## src/shared/cbsl_pkg.sv

```systemverilog
package cbsl_pkg;
  // buffer counts
  localparam int NRX = 32;
  localparam int NTX = 8;
  // register byte offsets on the bus
  localparam logic [7:0] OFS_FULL_LO = 8'h00;
  localparam logic [7:0] OFS_FULL_HI = 8'h04;
  localparam logic [7:0] OFS_OVF_LO  = 8'h08;
  localparam logic [7:0] OFS_OVF_HI  = 8'h0c;
  localparam logic [7:0] OFS_CON0    = 8'h10;
  localparam logic [7:0] OFS_CON1    = 8'h14;
  localparam logic [7:0] OFS_CON2    = 8'h18;
  localparam logic [7:0] OFS_CON3    = 8'h1c;
  // reset values
  localparam logic [15:0] RST_FLAGS = 16'h0000;
  localparam logic [7:0]  RST_CON   = 8'h00;
  // buffer control byte fields
  localparam int CON_DIR   = 7;
  localparam int CON_ABT   = 6;
  localparam int CON_LARB  = 5;
  localparam int CON_ERR   = 4;
  localparam int CON_REQ   = 3;
  localparam int CON_RTREN = 2;
  localparam int CON_PRI_H = 1;
  localparam int CON_PRI_L = 0;
  // message buffer word layout
  localparam int W0_SID_H  = 12;
  localparam int W0_SID_L  = 2;
  localparam int W0_SRR    = 1;
  localparam int W0_IDE    = 0;
  localparam int W1_EID_H  = 11;
  localparam int W1_EID_L  = 0;
  localparam int W2_EID_H  = 15;
  localparam int W2_EID_L  = 10;
  localparam int W2_RTR    = 9;
  localparam int W2_DLC_H  = 3;
  localparam int W2_DLC_L  = 0;
  localparam int W7_FILT_L = 8;
endpackage

```

## src/rtl/cbsl_buffer_ctrl.sv

```systemverilog
// The implementer's own choices: the Wishbone register port and the register offsets.
`timescale 1ns/100ps
// Overview of operation
// buffer store sets its full flag; software clears by writing zero only
// store into a full buffer sets its overflow flag until written zero
// each control register: low byte even buffer, high byte next odd buffer
// direction bit 1 makes transmit buffer, 0 makes receive buffer
// aborted bit reads 1 after abort, 0 after successful send
// lost-arbitration bit set when the message loses arbitration
// transmit-error bit set when a bus error hits the message
// setting send request clears aborted, lost-arbitration and error bits
// send request queues message; cleared by hardware after success
// software clearing a set send request asks for an abort
// matching remote frame sets send request only when auto reply enabled
// two-bit priority, 11 highest down to 00, picks next message
// software writes message buffers directly into DMA RAM it places
// word 0: identifier bits 12-2, SRR bit 1, IDE bit 0, top zero
// software sets SRR for remote standard frames; 1 for extended
// IDE 1 sends extended identifier, 0 sends standard identifier
// extended id 17-6 in word 1 bits 11-0, 5-0 in word 2 15-10
// RTR word 2 bit 9 selects remote only for extended frames
// software writes zero into reserved bits 8 and 4 of word 2
// data length code in word 2 bits 3-0, bits 7-5 unused
// data bytes in words 3-6, even byte low, odd byte high
// receive store writes matched filter number to word 7 bits 12-8
module cbsl_buffer_ctrl
  import cbsl_pkg::*;
(
  input  logic        ref_clk,
  input  logic        rst,
  input  logic        wb_cyc_i,
  input  logic        wb_stb_i,
  input  logic        wb_we_i,
  input  logic [7:0]  wb_adr_i,
  input  logic [3:0]  wb_sel_i,
  input  logic [31:0] wb_dat_i,
  output logic [31:0] wb_dat_o,
  output logic        wb_ack_o,
  input  logic        rxStore,
  input  logic [4:0]  rxBufIdx,
  input  logic [4:0]  rxFilterHit,
  input  logic        rtrMatch,
  input  logic [2:0]  rtrBufIdx,
  input  logic        txDone,
  input  logic        txLostArb,
  input  logic        txBusErr,
  input  logic        txAbortDone,
  input  logic [2:0]  txBufIdx,
  input  logic [15:0] frmWord0,
  input  logic [15:0] frmWord1,
  input  logic [15:0] frmWord2,
  input  logic [15:0] frmDataWord,
  input  logic        frmByteOdd,
  output logic        dmaWe,
  output logic [4:0]  dmaBufIdx,
  output logic [15:0] dmaWordData,
  output logic        txPending,
  output logic [2:0]  txSelIdx,
  output logic [7:0]  txAbortReq,
  output logic        txIdExt,
  output logic [28:0] txId,
  output logic        txRemote,
  output logic [3:0]  txDlc,
  output logic [7:0]  txByte
);

  logic        wbReq;
  logic        wbTake;
  logic        wbWr;
  logic [15:0] wMask;
  logic [15:0] wDat;
  logic        wrFullLo;
  logic        wrFullHi;
  logic        wrOvfLo;
  logic        wrOvfHi;
  logic [3:0]  wrCon;
  logic [31:0] clrFull;
  logic [31:0] clrOvf;
  logic        rxIsTx;
  logic        rxOk;
  logic [31:0] rxFull_r;
  logic [31:0] rx_overflow_flags_r;
  logic [7:0]  trCon_r [NTX];
  logic [7:0]  conNxt  [NTX];
  logic [7:0]  abort_r;
  logic [7:0]  abortNxt;
  logic [7:0]  conWrK;
  logic        selValid;
  logic [2:0]  selIdx;
  logic [1:0]  selPri;
  logic [15:0] rdData;
  logic        wbAck_r;
  logic [31:0] wbDat_r;

  assign wbReq  = wb_cyc_i & wb_stb_i;
  assign wbTake = wbReq & ~wbAck_r;
  assign wbWr   = wbTake & wb_we_i;
  assign wMask  = {{8{wb_sel_i[1]}}, {8{wb_sel_i[0]}}};
  assign wDat   = wb_dat_i[15:0];

  assign wrFullLo = wbWr & (wb_adr_i == OFS_FULL_LO);
  assign wrFullHi = wbWr & (wb_adr_i == OFS_FULL_HI);
  assign wrOvfLo  = wbWr & (wb_adr_i == OFS_OVF_LO);
  assign wrOvfHi  = wbWr & (wb_adr_i == OFS_OVF_HI);
  assign wrCon[0] = wbWr & (wb_adr_i == OFS_CON0);
  assign wrCon[1] = wbWr & (wb_adr_i == OFS_CON1);
  assign wrCon[2] = wbWr & (wb_adr_i == OFS_CON2);
  assign wrCon[3] = wbWr & (wb_adr_i == OFS_CON3);

  // a one written never sets a flag, only zeros in enabled lanes clear
  assign clrFull = {{16{wrFullHi}} & wMask & ~wDat, {16{wrFullLo}} & wMask & ~wDat};
  assign clrOvf  = {{16{wrOvfHi}} & wMask & ~wDat, {16{wrOvfLo}} & wMask & ~wDat};

  // stores aimed at a transmit buffer are dropped
  assign rxIsTx = (rxBufIdx < 5'(NTX)) && trCon_r[rxBufIdx[2:0]][CON_DIR];
  assign rxOk   = rxStore & ~rxIsTx;

  always_ff @(posedge ref_clk)
  begin
    if (rst)
      rxFull_r <= {RST_FLAGS, RST_FLAGS};
    else
    begin
      rxFull_r <= rxFull_r & ~clrFull;
      // set wins over a clear in the same cycle only for an empty flag; a full flag clears
      if (rxOk && !rxFull_r[rxBufIdx])
        rxFull_r[rxBufIdx] <= 1'b1;
    end
  end

  always_ff @(posedge ref_clk)
  begin
    if (rst)
      rx_overflow_flags_r <= {RST_FLAGS, RST_FLAGS};
    else
    begin
      rx_overflow_flags_r <= rx_overflow_flags_r & ~clrOvf;
      // judged on the flag before any clear this cycle
      if (rxOk && rxFull_r[rxBufIdx])
        rx_overflow_flags_r[rxBufIdx] <= 1'b1;
    end
  end

  // filter hit lands in word 7; a full buffer is not overwritten
  always_ff @(posedge ref_clk)
  begin
    if (rst)
    begin
      dmaWe       <= 1'b0;
      dmaBufIdx   <= 5'h00;
      dmaWordData <= 16'h0000;
    end
    else
    begin
      dmaWe <= rxOk & ~rxFull_r[rxBufIdx];
      if (rxOk)
      begin
        dmaBufIdx   <= rxBufIdx;
        dmaWordData <= {3'h0, rxFilterHit, 8'h00};
      end
    end
  end

  always_comb
  begin
    for (int k = 0; k < NTX; k++)
      conWrK[k] = wrCon[k / 2] & wb_sel_i[k % 2];
  end

  always_comb
  begin
    logic [7:0] cur;
    logic [7:0] wv;
    logic       mine;
    logic       reqRise;
    logic       swAbort;
    cur     = 8'h00;
    wv      = 8'h00;
    mine    = 1'b0;
    reqRise = 1'b0;
    swAbort = 1'b0;
    for (int k = 0; k < NTX; k++)
    begin
      cur     = trCon_r[k];
      wv      = (k % 2 == 1) ? wDat[15:8] : wDat[7:0];
      mine    = (txBufIdx == 3'(k));
      reqRise = 1'b0;
      swAbort = 1'b0;
      conNxt[k] = cur;
      if (conWrK[k])
      begin
        conNxt[k][CON_DIR]   = wv[CON_DIR];
        conNxt[k][CON_RTREN] = wv[CON_RTREN];
        conNxt[k][CON_PRI_H:CON_PRI_L] = wv[CON_PRI_H:CON_PRI_L];
        if (wv[CON_REQ] && !cur[CON_REQ])
          reqRise = 1'b1;
        else if (!wv[CON_REQ] && cur[CON_REQ])
        begin
          conNxt[k][CON_REQ] = 1'b0;
          swAbort = 1'b1;
        end
      end
      if (mine && txLostArb)
        conNxt[k][CON_LARB] = 1'b1;
      if (mine && txBusErr)
        conNxt[k][CON_ERR] = 1'b1;
      if (mine && txDone)
      begin
        conNxt[k][CON_REQ] = 1'b0;
        conNxt[k][CON_ABT] = 1'b0;
      end
      if (mine && txAbortDone)
        conNxt[k][CON_ABT] = 1'b1;
      // auto reply only for a transmit buffer with reply enabled
      if (rtrMatch && rtrBufIdx == 3'(k) && cur[CON_RTREN] && cur[CON_DIR])
        reqRise = 1'b1;
      if (reqRise)
      begin
        conNxt[k][CON_REQ]  = 1'b1;
        conNxt[k][CON_ABT]  = 1'b0;
        conNxt[k][CON_LARB] = 1'b0;
        conNxt[k][CON_ERR]  = 1'b0;
      end
      // abort stays asked until the engine reports an outcome or a new send request is set
      abortNxt[k] = (abort_r[k] | swAbort) & ~(mine & (txAbortDone | txDone)) & ~reqRise;
    end
  end

  always_ff @(posedge ref_clk)
  begin
    if (rst)
    begin
      for (int k = 0; k < NTX; k++)
        trCon_r[k] <= RST_CON;
      abort_r <= 8'h00;
    end
    else
    begin
      for (int k = 0; k < NTX; k++)
        trCon_r[k] <= conNxt[k];
      abort_r <= abortNxt;
    end
  end

  // ties go to the lowest buffer number
  always_comb
  begin
    selValid = 1'b0;
    selIdx   = 3'h0;
    selPri   = 2'h0;
    for (int k = 0; k < NTX; k++)
    begin
      if (trCon_r[k][CON_DIR] && trCon_r[k][CON_REQ] && !abort_r[k])
      begin
        if (!selValid || trCon_r[k][CON_PRI_H:CON_PRI_L] > selPri)
        begin
          selValid = 1'b1;
          selIdx   = 3'(k);
          selPri   = trCon_r[k][CON_PRI_H:CON_PRI_L];
        end
      end
    end
  end

  always_ff @(posedge ref_clk)
  begin
    if (rst)
    begin
      txPending  <= 1'b0;
      txSelIdx   <= 3'h0;
      txAbortReq <= 8'h00;
    end
    else
    begin
      txPending  <= selValid;
      txSelIdx   <= selIdx;
      txAbortReq <= abortNxt;
    end
  end

  // frame fields from the chosen buffer words; reserved bits ignored
  always_ff @(posedge ref_clk)
  begin
    if (rst)
    begin
      txIdExt  <= 1'b0;
      txId     <= 29'h0;
      txRemote <= 1'b0;
      txDlc    <= 4'h0;
      txByte   <= 8'h00;
    end
    else
    begin
      txIdExt <= frmWord0[W0_IDE];
      if (frmWord0[W0_IDE])
        txId <= {frmWord0[W0_SID_H:W0_SID_L], frmWord1[W1_EID_H:W1_EID_L],
                 frmWord2[W2_EID_H:W2_EID_L]};
      else
        txId <= {18'h0, frmWord0[W0_SID_H:W0_SID_L]};
      // RTR counts only for extended frames
      txRemote <= frmWord0[W0_IDE] ? frmWord2[W2_RTR] : frmWord0[W0_SRR];
      txDlc    <= frmWord2[W2_DLC_H:W2_DLC_L];
      txByte   <= frmByteOdd ? frmDataWord[15:8] : frmDataWord[7:0];
    end
  end

  always_comb
  begin
    rdData = 16'h0000;
    case (wb_adr_i)
      OFS_FULL_LO: rdData = rxFull_r[15:0];
      OFS_FULL_HI: rdData = rxFull_r[31:16];
      OFS_OVF_LO:  rdData = rx_overflow_flags_r[15:0];
      OFS_OVF_HI:  rdData = rx_overflow_flags_r[31:16];
      OFS_CON0:    rdData = {trCon_r[1], trCon_r[0]};
      OFS_CON1:    rdData = {trCon_r[3], trCon_r[2]};
      OFS_CON2:    rdData = {trCon_r[5], trCon_r[4]};
      OFS_CON3:    rdData = {trCon_r[7], trCon_r[6]};
      default:     rdData = 16'h0000;
    endcase
  end

  // unmapped addresses still ack, read zero, ignore writes
  always_ff @(posedge ref_clk)
  begin
    if (rst)
    begin
      wbAck_r <= 1'b0;
      wbDat_r <= 32'h0;
    end
    else
    begin
      wbAck_r <= wbTake;
      wbDat_r <= {16'h0000, rdData};
    end
  end

  assign wb_ack_o = wbAck_r;
  assign wb_dat_o = wbDat_r;
endmodule

```

## config.mk

```make
export PLATFORM = sky130hd
export DESIGN_NAME = cbsl_buffer_ctrl
export DESIGN_NICKNAME = d
export VERILOG_FILES = /design/src/shared/cbsl_pkg.sv /design/src/rtl/cbsl_buffer_ctrl.sv
export SDC_FILE = /design/constraint.sdc
export NUM_CORES = 1
export LEC_CHECK = 0
export BUFFER_PORTS_ARGS = -buffer_cell sky130_fd_sc_hd__buf_2
export CORE_UTILIZATION = 58
export DETAILED_ROUTE_END_ITERATION = 12
export HOLD_SLACK_MARGIN = 0.15
export PLACE_DENSITY = 0.94
export SYNTH_ARGS = -nofsm -noshare
export SYNTH_HDL_FRONTEND = slang
export SYNTH_SLANG_ARGS = --single-unit
```

## constraint.sdc

```tcl
create_clock -name ref_clk -period 16.3 [get_ports ref_clk]
set_input_delay 4.89 -clock ref_clk [delete_from_list [all_inputs] [get_ports ref_clk]]
set_output_delay 4.89 -clock ref_clk [all_outputs]
set_load 0.01 [all_outputs]
```

==> metrics.md, run 1 <==
| Metric | Value |
|---|---|
| Outcome | finished, final reports clean |
| Synth cell types | 71 |
| Gpl congestion | roughly 0.95 |
| Synthesized area | roughly 9800 sq um |
| N_diodes | 0 |
| Fin Setup TNS | 0 ns |
| RSZ-0062 raised after global routing | no |
| Area leader, netlist | dfxtp_1 |
| Final instance area | around 11000 sq um |
| Worst-skew pair later-pin latency | about 0.50 ns |
| Dominant synthesized flop cell | dfxtp_1 |
| WP data arrival | 9.52 ns |
| Worst setup SP type | flop |
| Setup violators final | 0 |
| Clk_skew | about 0.014 ns |
| CTS Root Cell | clkbuf_16 |
| Min-delay worst type | reg -> reg |
| FF-to-FF Start | trCon_r[0][7]$_SDFFE_PP0P_ |
| WL/cell | 18.8 um |
| Placed cells | 1463 |
| Total grt overflow | 0 |
| Area of the multi-input gates | ~5200 sq um |
| Port bufs | about 190 |
| Critical path's top delay family | compound AO/OA/AOI/OAI gates |
| Yosys top cell area share | 0.430 |
| DR iter-0 viols | around 1000 |
| Initial Util | 0.592 |
| PD cells | 99.8 nW/um^2 |
| Worst Hold Path EP | wb_ack_o$_SDFF_PP0_ |
| Post-Layout Cell Count | ~1500 |
| P_leak | 4.74 nW |
| Resize count post-CTS | 0 |
| Hold Vio Cnt, Final | 0 |
| Worst VDD drop | 84.8 uV |
| Die Wd | approximately 130 um |
| CP bufs+invs | 1 |
| GRT Total Usage | 0.317 |
| Rel. slew slack | 0.329 |
| Top Ports | 246 |
| Kind of critical path | reg -> reg |
| Hold path start | wb_ack_o$_SDFF_PP0_ |
| Reg2reg end | txSelIdx[1]$_SDFF_PP0_ |
| Detail Route Antenna Nets | 0 |
| Hold buffer count at CTS | 0 |
| Hold path depth | 1 |
| Min Tclk post-route | 9.18 ns |
| Clock tree sinks | around 210 |
| Commonest cells after routing, fill and taps aside | 211 x dfxtp_1, 187 x buf_2, 126 x nor2_1 |
| Share of cells above drive strength 1 | 0.211 |
| Syn-to-layout area delta | 17.0% |
| CP endpoint kind | flop |
| Post-Route WL | 28.3 mm |
| Synth async-reset ratio | 0 |
| Fmax | 0.109 GHz |
| Largest net degree at the start of global routing | 88 |
| Crit-path max FO | 7 |
| CTS H-tree depth | 1 |
| First-pass GRT wire length | 44.5 mm |
| Actual transition at the worst max-transition pin | 1.01 ns |
| CTS tree | yes |
| Most used cell along the critical path | ha_1 |
| Initial DRT Pass Iterations | 6 |
| Avg Cell Area, Syn | 8.84 sq um |
| Reg2reg path depth | between 40 and 50 |
| # nets final | 1413 |
| Post-synthesis sequential area ratio | 0.430 |
| Pins Over Slew Limit | 0 |
| Die ar. | 17500 sq um |
| Flops & latches, synth | 211 |
| Overall power | 1.15 mW |
| Core area | 16600 sq um |
| Leading cell type in the layout, fill and taps excluded | dfxtp_1 |
| Register Area | 4220 sq um |
| DR DRC count | 0 |
| Max-Cap Viols | 0 |
| CP max stage cell | dfxtp_1 |
| Cts bufs inserted | 22 |
| Vias in the first global route | 8760 |
| Post-CTS setup buffers | 0 |
| Hpwl dp | slightly below 20 mm |
| Synth top area cells | dfxtp_1 43%, mux2i_1 9.4%, nor2_1 4.8% |
| # rows | 47 |
| Die Y | 132 um |
| Initial antenna violation count | 0 |
| Via count | roughly 9200 |
| Slowest stage delay, CP | 0.45 ns |
| Critical path data required time | 16.64 ns |
| Fin crit share | 0.563 |
| Reg2Reg Setup Slack | about 7.1 ns |
| Clk slew on worst S/H paths | 0.06 ns |
| Post-synth EDFFs | 0 |
| Post-Syn Instances | approximately 1100 |
| DP Area | 10700 sq um |
| Fill count | 1264 |
| Clock buffer depth | 3 |
| Final core utilization | 0.693 |
| Ys Warns | 0 |
| Via density | about 6 |
==> Yosys cell counts (all sizes together), types with 11 or more instances <==
cell / number
inv: 13
nand3b: 13
dfxtp: 211
a221oi: 16
nor2b: 40
nor2: 128
o22ai: 11
clkbuf: 36
nand3: 17
a22oi: 23
mux2i: 92
a21oi: 93
and2: 28
o21ai: 111
buf: 50
nand2: 94
nor3: 15
==> where the power goes <==
part / total (mW) / internal (mW) / switching (mW)
combinational: 0.0828 / 0.0301 / 0.0527
sequential: 0.530 / 0.526 / 0.00393
clock: 0.533 / 0.328 / 0.206
==> worst max-delay path by stage <==
stage                          startpoint                      to  slack (ns)  cells past startpoint
2_1_floorplan  trCon_r[0][3]$_SDFFE_PP0P_  txSelIdx[1]$_SDFF_PP0_        8.12                     48
3_3_place_gp   trCon_r[0][7]$_SDFFE_PP0P_  txSelIdx[2]$_SDFF_PP0_        7.44                     48
3_5_place_dp   trCon_r[0][7]$_SDFFE_PP0P_  txSelIdx[2]$_SDFF_PP0_        7.21                     48
4_1_cts        trCon_r[0][7]$_SDFFE_PP0P_  txSelIdx[2]$_SDFF_PP0_        7.17                     48
5_1_grt        trCon_r[0][3]$_SDFFE_PP0P_  txSelIdx[2]$_SDFF_PP0_        6.40                     48
6_report       trCon_r[0][7]$_SDFFE_PP0P_  txSelIdx[1]$_SDFF_PP0_        7.12                     48
==> flip-flops by register name, summed over array words and instances (netlist names), 4 cells and up <==
name	cells
dmaBufIdx	5
dmaWordData	5
rxFull_r	32
rx_overflow_flags_r	32
trCon_r	64
txAbortReq	8
txByte	8
txDlc	4
txId	29
wb_dat_o	16
==> layout make-up <==
cell class                 count  area share
clock buffer                  31      0.0571
clock inverter                 9      0.0107
inverter                      14     0.00457
multi-input combinational    826       0.451
sequential                   211       0.368
tap                          220      0.0240
timing repair buffer         192      0.0847
==> stage by stage <==
| stage | hold slack (ns) | worst slack [ns] |
|---|---|---|
| 2_1_floorplan | 0.437 | 8.12 |
| 4_1_cts | 0.450 | 7.17 |
| 5_1_grt | 0.482 | 6.40 |
| 3_3_place_gp | 0.427 | 7.44 |
| 3_5_place_dp | 0.443 | 7.21 |
| 6_report | 0.452 | 7.12 |
==> per-layer routing <==
metal,wire [um],vias to the layer above,track usage
li1,-,4214,-
met1,10700,4296,0.393
met2,13600,585,0.531
met3,2710,140,0.0611
met4,1210,0,0.147
met5,0,-,0
==> logic make-up (layout without fill, tap and decap cells) <==
logic type | Yosys count | count (layout) | synth area share
fa+ha+maj | 11 | 11 | 0.0139
simple gates | 386 | 386 | 0.206
compound gates | 299 | 299 | 0.180
mux | 103 | 103 | 0.118
other cells | 1 | 27 | 0.000382
buf+inv | 100 | 246 | 0.0521
flops | 211 | 211 | 0.430
(Power assumes the default switching activity.)
==> run 2, diff against run 1 <==
- ABC_AREA: default -> 1
- CORE_UTILIZATION: 58 -> 48
- PLACE_DENSITY: 0.94 -> 0.84
- clock period: 16.3 -> 7.8 ns (I/O delays scaled with it)
==> metrics.md, run 2 <==
| Metric | Value |
|---|---|
| Top Ports | 246 (unchanged) |
| Area leader, netlist | dfxtp_1 |
| Core area | 19700 sq um (+19%) |
| Largest net degree at the start of global routing | 68 (-23%) |
| Final core utilization | 0.585 (-0.108) |
| Initial Util | 0.496 (-0.0967) |
| # nets final | 1632 (+15%) |
| Post-Syn Instances | 1317 (+19%) |
| FF-to-FF Start | txAbortReq[0]$_SDFF_PP0_ |
| Hold path start | trCon_r[5][5]$_SDFF_PP0_ |
| # rows | 51 (+8.5%) |
| Avg Cell Area, Syn | 7.40 sq um (-16%) |
| Slowest stage delay, CP | 0.30 ns (-0.15 ns) |
| Critical path's top delay family | simple AND/OR/NAND/NOR gates |
| Reg2reg end | txSelIdx[2]$_SDFF_PP0_ |
| Min-delay worst type | reg -> reg |
| Share of cells above drive strength 1 | 0.192 (-0.0190) |
| CTS tree | yes |
| Die Wd | 144 um (+9.3%) |
| Hpwl dp | 21.6 mm (+9.9%) |
| Gpl congestion | 0.962 (+0.97%) |
| Detail Route Antenna Nets | 0 (unchanged) |
| Hold buffer count at CTS | 0 (unchanged) |
| Synthesized area | 9740 sq um (-0.84%) |
| Die Y | 144 um (+9.3%) |
| Total grt overflow | 0 (unchanged) |
| Worst Hold Path EP | trCon_r[5][5]$_SDFF_PP0_ |
| Worst-skew pair later-pin latency | 0.51 ns (about the same) |
| DR DRC count | 0 (unchanged) |
| Fin crit share | 0.906 (+0.343) |
| Crit-path max FO | 5 (-2) |
| Max-Cap Viols | 0 (unchanged) |
| Clk_skew | 0.0133 ns (-0.000285 ns) |
| P_leak | 4.75 nW (+0.21%) |
| Post-Route WL | 30.4 mm (+7.3%) |
| CP endpoint kind | flop |
| Clock buffer depth | 3 (unchanged) |
| Die ar. | 20900 sq um (+20%) |
| Reg2Reg Setup Slack | 0.73 ns (-6.38 ns) |
| Clk slew on worst S/H paths | 0.06 ns (about the same) |
| PD cells | 205 nW/um^2 (+110%) |
| Pins Over Slew Limit | 0 (unchanged) |
| Fin Setup TNS | 0 ns (unchanged) |
| Post-Layout Cell Count | 1763 (+17%) |
| Setup violators final | 0 (unchanged) |
| Initial DRT Pass Iterations | 8 (+2) |
| Placed cells | 1724 (+18%) |
| Initial antenna violation count | 3 (+3) |
| First-pass GRT wire length | 46.3 mm (+4.0%) |
| Via count | 9835 (+6.5%) |
| Min Tclk post-route | 7.07 ns (-2.12 ns) |
| Leading cell type in the layout, fill and taps excluded | dfxtp_1 |
| Cts bufs inserted | 23 (+4.5%) |
| Most frequent cell after synthesis | dfxtp_1 |
| Max FFs per register | 64 (unchanged) |
| Via density | 5.58 (-9.2%) |
| Top reg by flops | trCon_r |
| Fmax | 0.141 GHz (+30%) |
| Worst VDD drop | 130 uV (+53%) |
| Syn-to-layout area delta | 18.0% |
| Clock tree sinks | 211 (unchanged) |
| Flops & latches, synth | 211 (unchanged) |
| Most used cell along the critical path | nand2_1 |
| Commonest cells after routing, fill and taps aside | 209 x dfxtp_1, 187 x inv_1, 187 x buf_2 |
| Dominant synthesized flop cell | dfxtp_1 |
| Synth top area cells | dfxtp_1 43%, o21ai_0 7.2%, inv_1 7.2% |
| Synth async-reset ratio | 0 (unchanged) |
| Ys Warns | 0 (unchanged) |
| Rel. slew slack | 0.298 (-0.0303) |
| N_diodes | 0 (unchanged) |
| List of most frequent post-synthesis cells | 211 x dfxtp_1, 188 x inv_1, 178 x nand2_1, 142 x nor2_1, 141 x o21ai_0 |
| GRT Total Usage | 0.285 (-0.0312) |
| WP data arrival | 7.44 ns (-2.08 ns) |
| Kind of critical path | reg -> reg |
| Reg2reg path depth | 63 (+31%) |
| Yosys top cell area share | 0.434 (+0.00365) |
| Hold path depth | 2 (+1) |
| WL/cell | 17.2 um (-8.5%) |
| Actual transition at the worst max-transition pin | 1.05 ns (+0.0428 ns) |
| Hold Vio Cnt, Final | 0 (unchanged) |
| Outcome | finished, final reports clean |
| Vias in the first global route | 9152 (+4.5%) |
| Fill count | 1860 (+47%) |
| Overall power | 2.36 mW (+110%) |
| Worst setup SP type | flop |
| Synth cell types | 43 (-39%) |
| Post-synthesis sequential area ratio | 0.434 (+0.00365) |
| CP bufs+invs | 12 (+11) |
| CTS Root Cell | clkbuf_16 |
| Port bufs | 188 (unchanged) |
| DR iter-0 viols | 1201 (+20%) |
| CTS H-tree depth | 1 (unchanged) |
| CP max stage cell | dfxtp_1 |
| Largest regs | trCon_r: 64 flops, rxFull_r: 32 flops, rx_overflow_flags_r: 32 flops |
| Critical path data required time | 8.17 ns (-8.47 ns) |
| Final hold slack | 0.450 ns (-0.00188 ns) |
| Post-synth EDFFs | 0 (unchanged) |
[run 2: cell types whose count changed after synthesis, sizes merged, moves of 39 or more]
cell | before | now
a21oi | 93 | 136
inv | 13 | 200
mux2i | 92 | 0
nand2 | 94 | 180
nor2b | 40 | 1
o22ai | 11 | 60
[run 2: final cells by class]
cell class | count | area, sq um | area share
sequential | 211 | 4230 | 0.368
clock buffer | 33 | 663 | 0.0577
multi-input combinational | 851 | 4450 | 0.387
timing repair buffer | 192 | 973 | 0.0847
inverter | 207 | 777 | 0.0676
clock inverter | 4 | 70.1 | 0.00610
tap | 265 | 332 | 0.0289
[run 2: what timing repair did]
action | in CTS | in global routing
setup buffers | 0 | 2
resized for setup | 0 | 14
endpoints found under the setup margin | 0 | 3
[run 2: power by group]
part	internal (mW)	switching, mW
logic	0.0531	0.120
clock network	0.650	0.424
registers	1.10	0.00763
[run 2: worst max-delay path by stage]
stage	from	cells after the start	endpoint	slack, ns
final	txAbortReq[0]$_SDFF_PP0_	63	txSelIdx[2]$_SDFF_PP0_	0.73
after global routing	txAbortReq[0]$_SDFF_PP0_	63	txSelIdx[2]$_SDFF_PP0_	-0.06
after CTS	trCon_r[0][7]$_SDFFE_PP0P_	59	txSelIdx[2]$_SDFF_PP0_	0.24
after detailed placement	trCon_r[0][7]$_SDFFE_PP0P_	59	txSelIdx[2]$_SDFF_PP0_	0.29
after global placement	trCon_r[0][7]$_SDFFE_PP0P_	59	txSelIdx[2]$_SDFF_PP0_	0.55
after floorplan	txAbortReq[0]$_SDFF_PP0_	60	txSelIdx[2]$_SDFF_PP0_	1.18
[run 2: through the flow]
stage                     worst slack (ns)  cell area [sq um]
after floorplan                       1.18               9840
after global placement               0.546              10700
after detailed placement             0.288              10700
after CTS                            0.242              11400
after global routing               -0.0610              11500
final                                0.731              11500
[run 2: cells by family (layout without fill, tap and decap cells)]
| kind of cell | Yosys count | in the layout | share of synthesized area |
|---|---|---|---|
| simple gates | 418 | 418 | 0.179 |
| compound gates | 396 | 396 | 0.250 |
| buf+inv | 281 | 436 | 0.124 |
| flops | 211 | 211 | 0.434 |
| fa+ha+maj | 10 | 10 | 0.0128 |
| other cells | 1 | 27 | 0.000385 |
[run 2: layer usage]
layer  GRT usage  wire, um
met1       0.352     11900
met3      0.0563      2950
met2       0.478     14200
met5           0        43
met4       0.132      1230
[run 2: worst min-delay path: stages, from the launching register on]
cell and delay, ns:
dfxtp_1 0.30, inv_1 0.06, a21oi_1 0.05
==> run 3, diff against run 2 <==
- CAP_MARGIN: default -> 5
- clock period: 7.8 -> 5.9 ns (I/O delays scaled with it)
==> metrics.md, run 3 (synthesis gave the netlist of run 2 again) <==
| Metric | Value |
|---|---|
| Slowest stage delay, CP | 0.32 ns (+0.02 ns) |
| Hold path depth | 1 (-1) |
| Pins Over Slew Limit | 0 (unchanged) |
| CP endpoint kind | flop |
| # rows | 51 (unchanged) |
| Reg2Reg Setup Slack | -1.28 ns (-2.01 ns) |
| PD cells | 268 nW/um^2 (+31%) |
| DP Area | 11000 sq um (+3.0%) |
| Clock buffer depth | 3 (unchanged) |
| Initial Util | 0.496 (unchanged) |
| Met2 Use GR | 0.511 (+0.0329) |
| Worst-skew pair later-pin latency | 0.52 ns (about the same) |
| Vias in the first global route | 9797 (+7.0%) |
| CP max stage cell | dfxtp_2 |
| Cts bufs inserted | 23 (unchanged) |
| Post-Layout Cell Count | 1852 (+5.0%) |
| Detail Route Antenna Nets | 0 (unchanged) |
| Fin crit share | 1.22 (+0.310) |
| Max FFs per register | 64 (unchanged) |
| Commonest cells after routing, fill and taps aside | 208 x dfxtp_1, 187 x buf_2, 180 x inv_1 |
| WP data arrival | 7.61 ns (+0.17 ns) |
| Die Wd | 144 um (unchanged) |
| DR DRC count | 0 (unchanged) |
| Outcome | finished, violations left |
| Die ar. | 20900 sq um (unchanged) |
| Hold buffer count at CTS | 0 (unchanged) |
| Crit path from | txAbortReq[0]$_SDFF_PP0_ |
| Kind of critical path | reg -> reg |
| Initial antenna violation count | 1 (-2) |
| # nets final | 1717 (+5.2%) |
| CP bufs+invs | 13 (+1) |
| N_diodes | 0 (unchanged) |
| Share of cells above drive strength 1 | 0.265 (+0.0730) |
| Syn-to-layout area delta | 27.8% |
| RSZ-0062 raised after global routing | yes |
| Grt peak-use layer | met2 |
| Hold Vio Cnt, Final | 0 (unchanged) |
| CTS Root Cell | clkbuf_16 |
| Clk_skew | 0.0117 ns (-0.00163 ns) |
| Worst setup SP type | flop |
| Fmax | 0.139 GHz (-1.5%) |
| Die Y | 144 um (unchanged) |
| Critical path's top delay family | simple AND/OR/NAND/NOR gates |
| Clk slew on worst S/H paths | 0.06 ns (about the same) |
| Min Tclk post-route | 7.18 ns (+0.108 ns) |
| Post-Route WL | 32.7 mm (+7.7%) |
| Max-Cap Viols | 0 (unchanged) |
| Initial DRT Pass Iterations | 6 (-2) |
| Most used cell along the critical path | nand2_2 |
| Min-delay worst type | reg -> reg |
| Met1 Track Usage GR | 0.345 (-0.00656) |
| Final instance area | 12400 sq um (+8.3%) |
| Worst VDD drop | 204 uV (+57%) |
| Top reg by flops | trCon_r |
| Gpl congestion | 0.929 (-3.5%) |
| Rel. slew slack | 0.319 (+0.0208) |
| Port bufs | 188 (unchanged) |
| Clock tree sinks | 211 (unchanged) |
| DR iter-0 viols | 1148 (-4.4%) |
| Largest regs | trCon_r: 64 flops, rxFull_r: 32 flops, rx_overflow_flags_r: 32 flops |
| Reg2reg end | txSelIdx[0]$_SDFF_PP0_ |
| Hold path start | wb_ack_o$_SDFF_PP0_ |
| Leading cell type in the layout, fill and taps excluded | dfxtp_1 |
| Crit-path max FO | 4 (-1) |
| Actual transition at the worst max-transition pin | 1.02 ns (-0.0311 ns) |
| Largest net degree at the start of global routing | 71 (+4.4%) |
| Top Ports | 246 (unchanged) |
| First-pass GRT wire length | 49.1 mm (+6.0%) |
| Via density | 5.68 (+1.7%) |
| FF-to-FF Start | txAbortReq[0]$_SDFF_PP0_ |
| P_leak | 5.24 nW (+10%) |
| CTS tree | yes |
| Setup WS post-layout | -1.28 ns (-2.01 ns) |
| Hpwl dp | 22.1 mm (+2.2%) |
| Failing checks | negative setup slack |
| CTS H-tree depth | 1 (unchanged) |
| WL/cell | 17.7 um (+2.5%) |
| Worst Hold Path EP | wb_ack_o$_SDFF_PP0_ |
| GRT Total Usage | 0.302 (+0.0163) |
| Critical path data required time | 6.33 ns (-1.84 ns) |
| Placed cells | 1763 (+2.3%) |
| Core area | 19700 sq um (unchanged) |
| Total grt overflow | 0 (unchanged) |
| Reg2reg path depth | 61 (-3.2%) |
| Setup violators final | 3 (+3) |
| Via count | 10500 (+6.9%) |
| Met3 usage | 0.0762 (+0.0199) |
[run 3: cell count changes in the layout (fill, tap and decap cells not counted), sizes merged]
cell and delta:
inv +1, bufinv +5, buf +85, clkinvlp +1, clkbuf -3
[run 3: per-layer routing]
layer / wire length (um) / share of wire
met5: 12 / 0.00037
met1: 11800 / 0.36
met2: 15400 / 0.47
met3: 3900 / 0.12
met4: 1660 / 0.051
[run 3: repair_timing]
action | 4_1_cts | 5_1_grt
buffers inserted | 40 | 8
endpoints found under the setup margin | 3 | 3
gates resized for setup | 11 | 41
hold endpoints to repair | 0 | 0
pin swaps | 18 | 47
[run 3: final cells by class]
cell class	count	area, sq um
fill	1606	7210
inverter	207	779
sequential	211	4230
clock buffer	30	632
tap	265	332
multi-input combinational	851	4630
timing repair buffer	277	1620
clock inverter	11	236
[run 3: power breakdown]
part	total, mW	leakage [nW]	internal (mW)	switching (mW)
combinational	0.230	3.10	0.0710	0.159
sequential	1.47	1.72	1.45	0.0110
clock	1.65	0.421	1.06	0.585
[run 3: how the worst max path moves through the flow]
| stage | to | slack, ns | cells after the start |
|---|---|---|---|
| detailed placement | txSelIdx[2]$_SDFF_PP0_ | -0.92 | 62 |
| global route | txSelIdx[2]$_SDFF_PP0_ | -1.62 | 61 |
| floorplan | txSelIdx[2]$_SDFF_PP0_ | -0.37 | 61 |
| CTS | txSelIdx[2]$_SDFF_PP0_ | -0.79 | 60 |
| finish | txSelIdx[0]$_SDFF_PP0_ | -1.28 | 61 |
| global placement | txSelIdx[2]$_SDFF_PP0_ | -0.58 | 61 |
[run 3: stage by stage]
stage / setup slack, ns / power (mW) / TNS, ns / utilization / hold slack, ns
global placement: -0.579 / 1.72 / -1.64 / 0.561 / 0.429
CTS: -0.787 / 3.35 / -2.26 / 0.622 / 0.447
global route: -1.62 / 3.44 / -4.75 / 0.633 / 0.465
finish: -1.28 / 3.34 / -3.72 / 0.633 / 0.445
detailed placement: -0.924 / 1.72 / -2.66 / 0.561 / 0.439
floorplan: -0.369 / 1.63 / -0.932 / - / 0.426
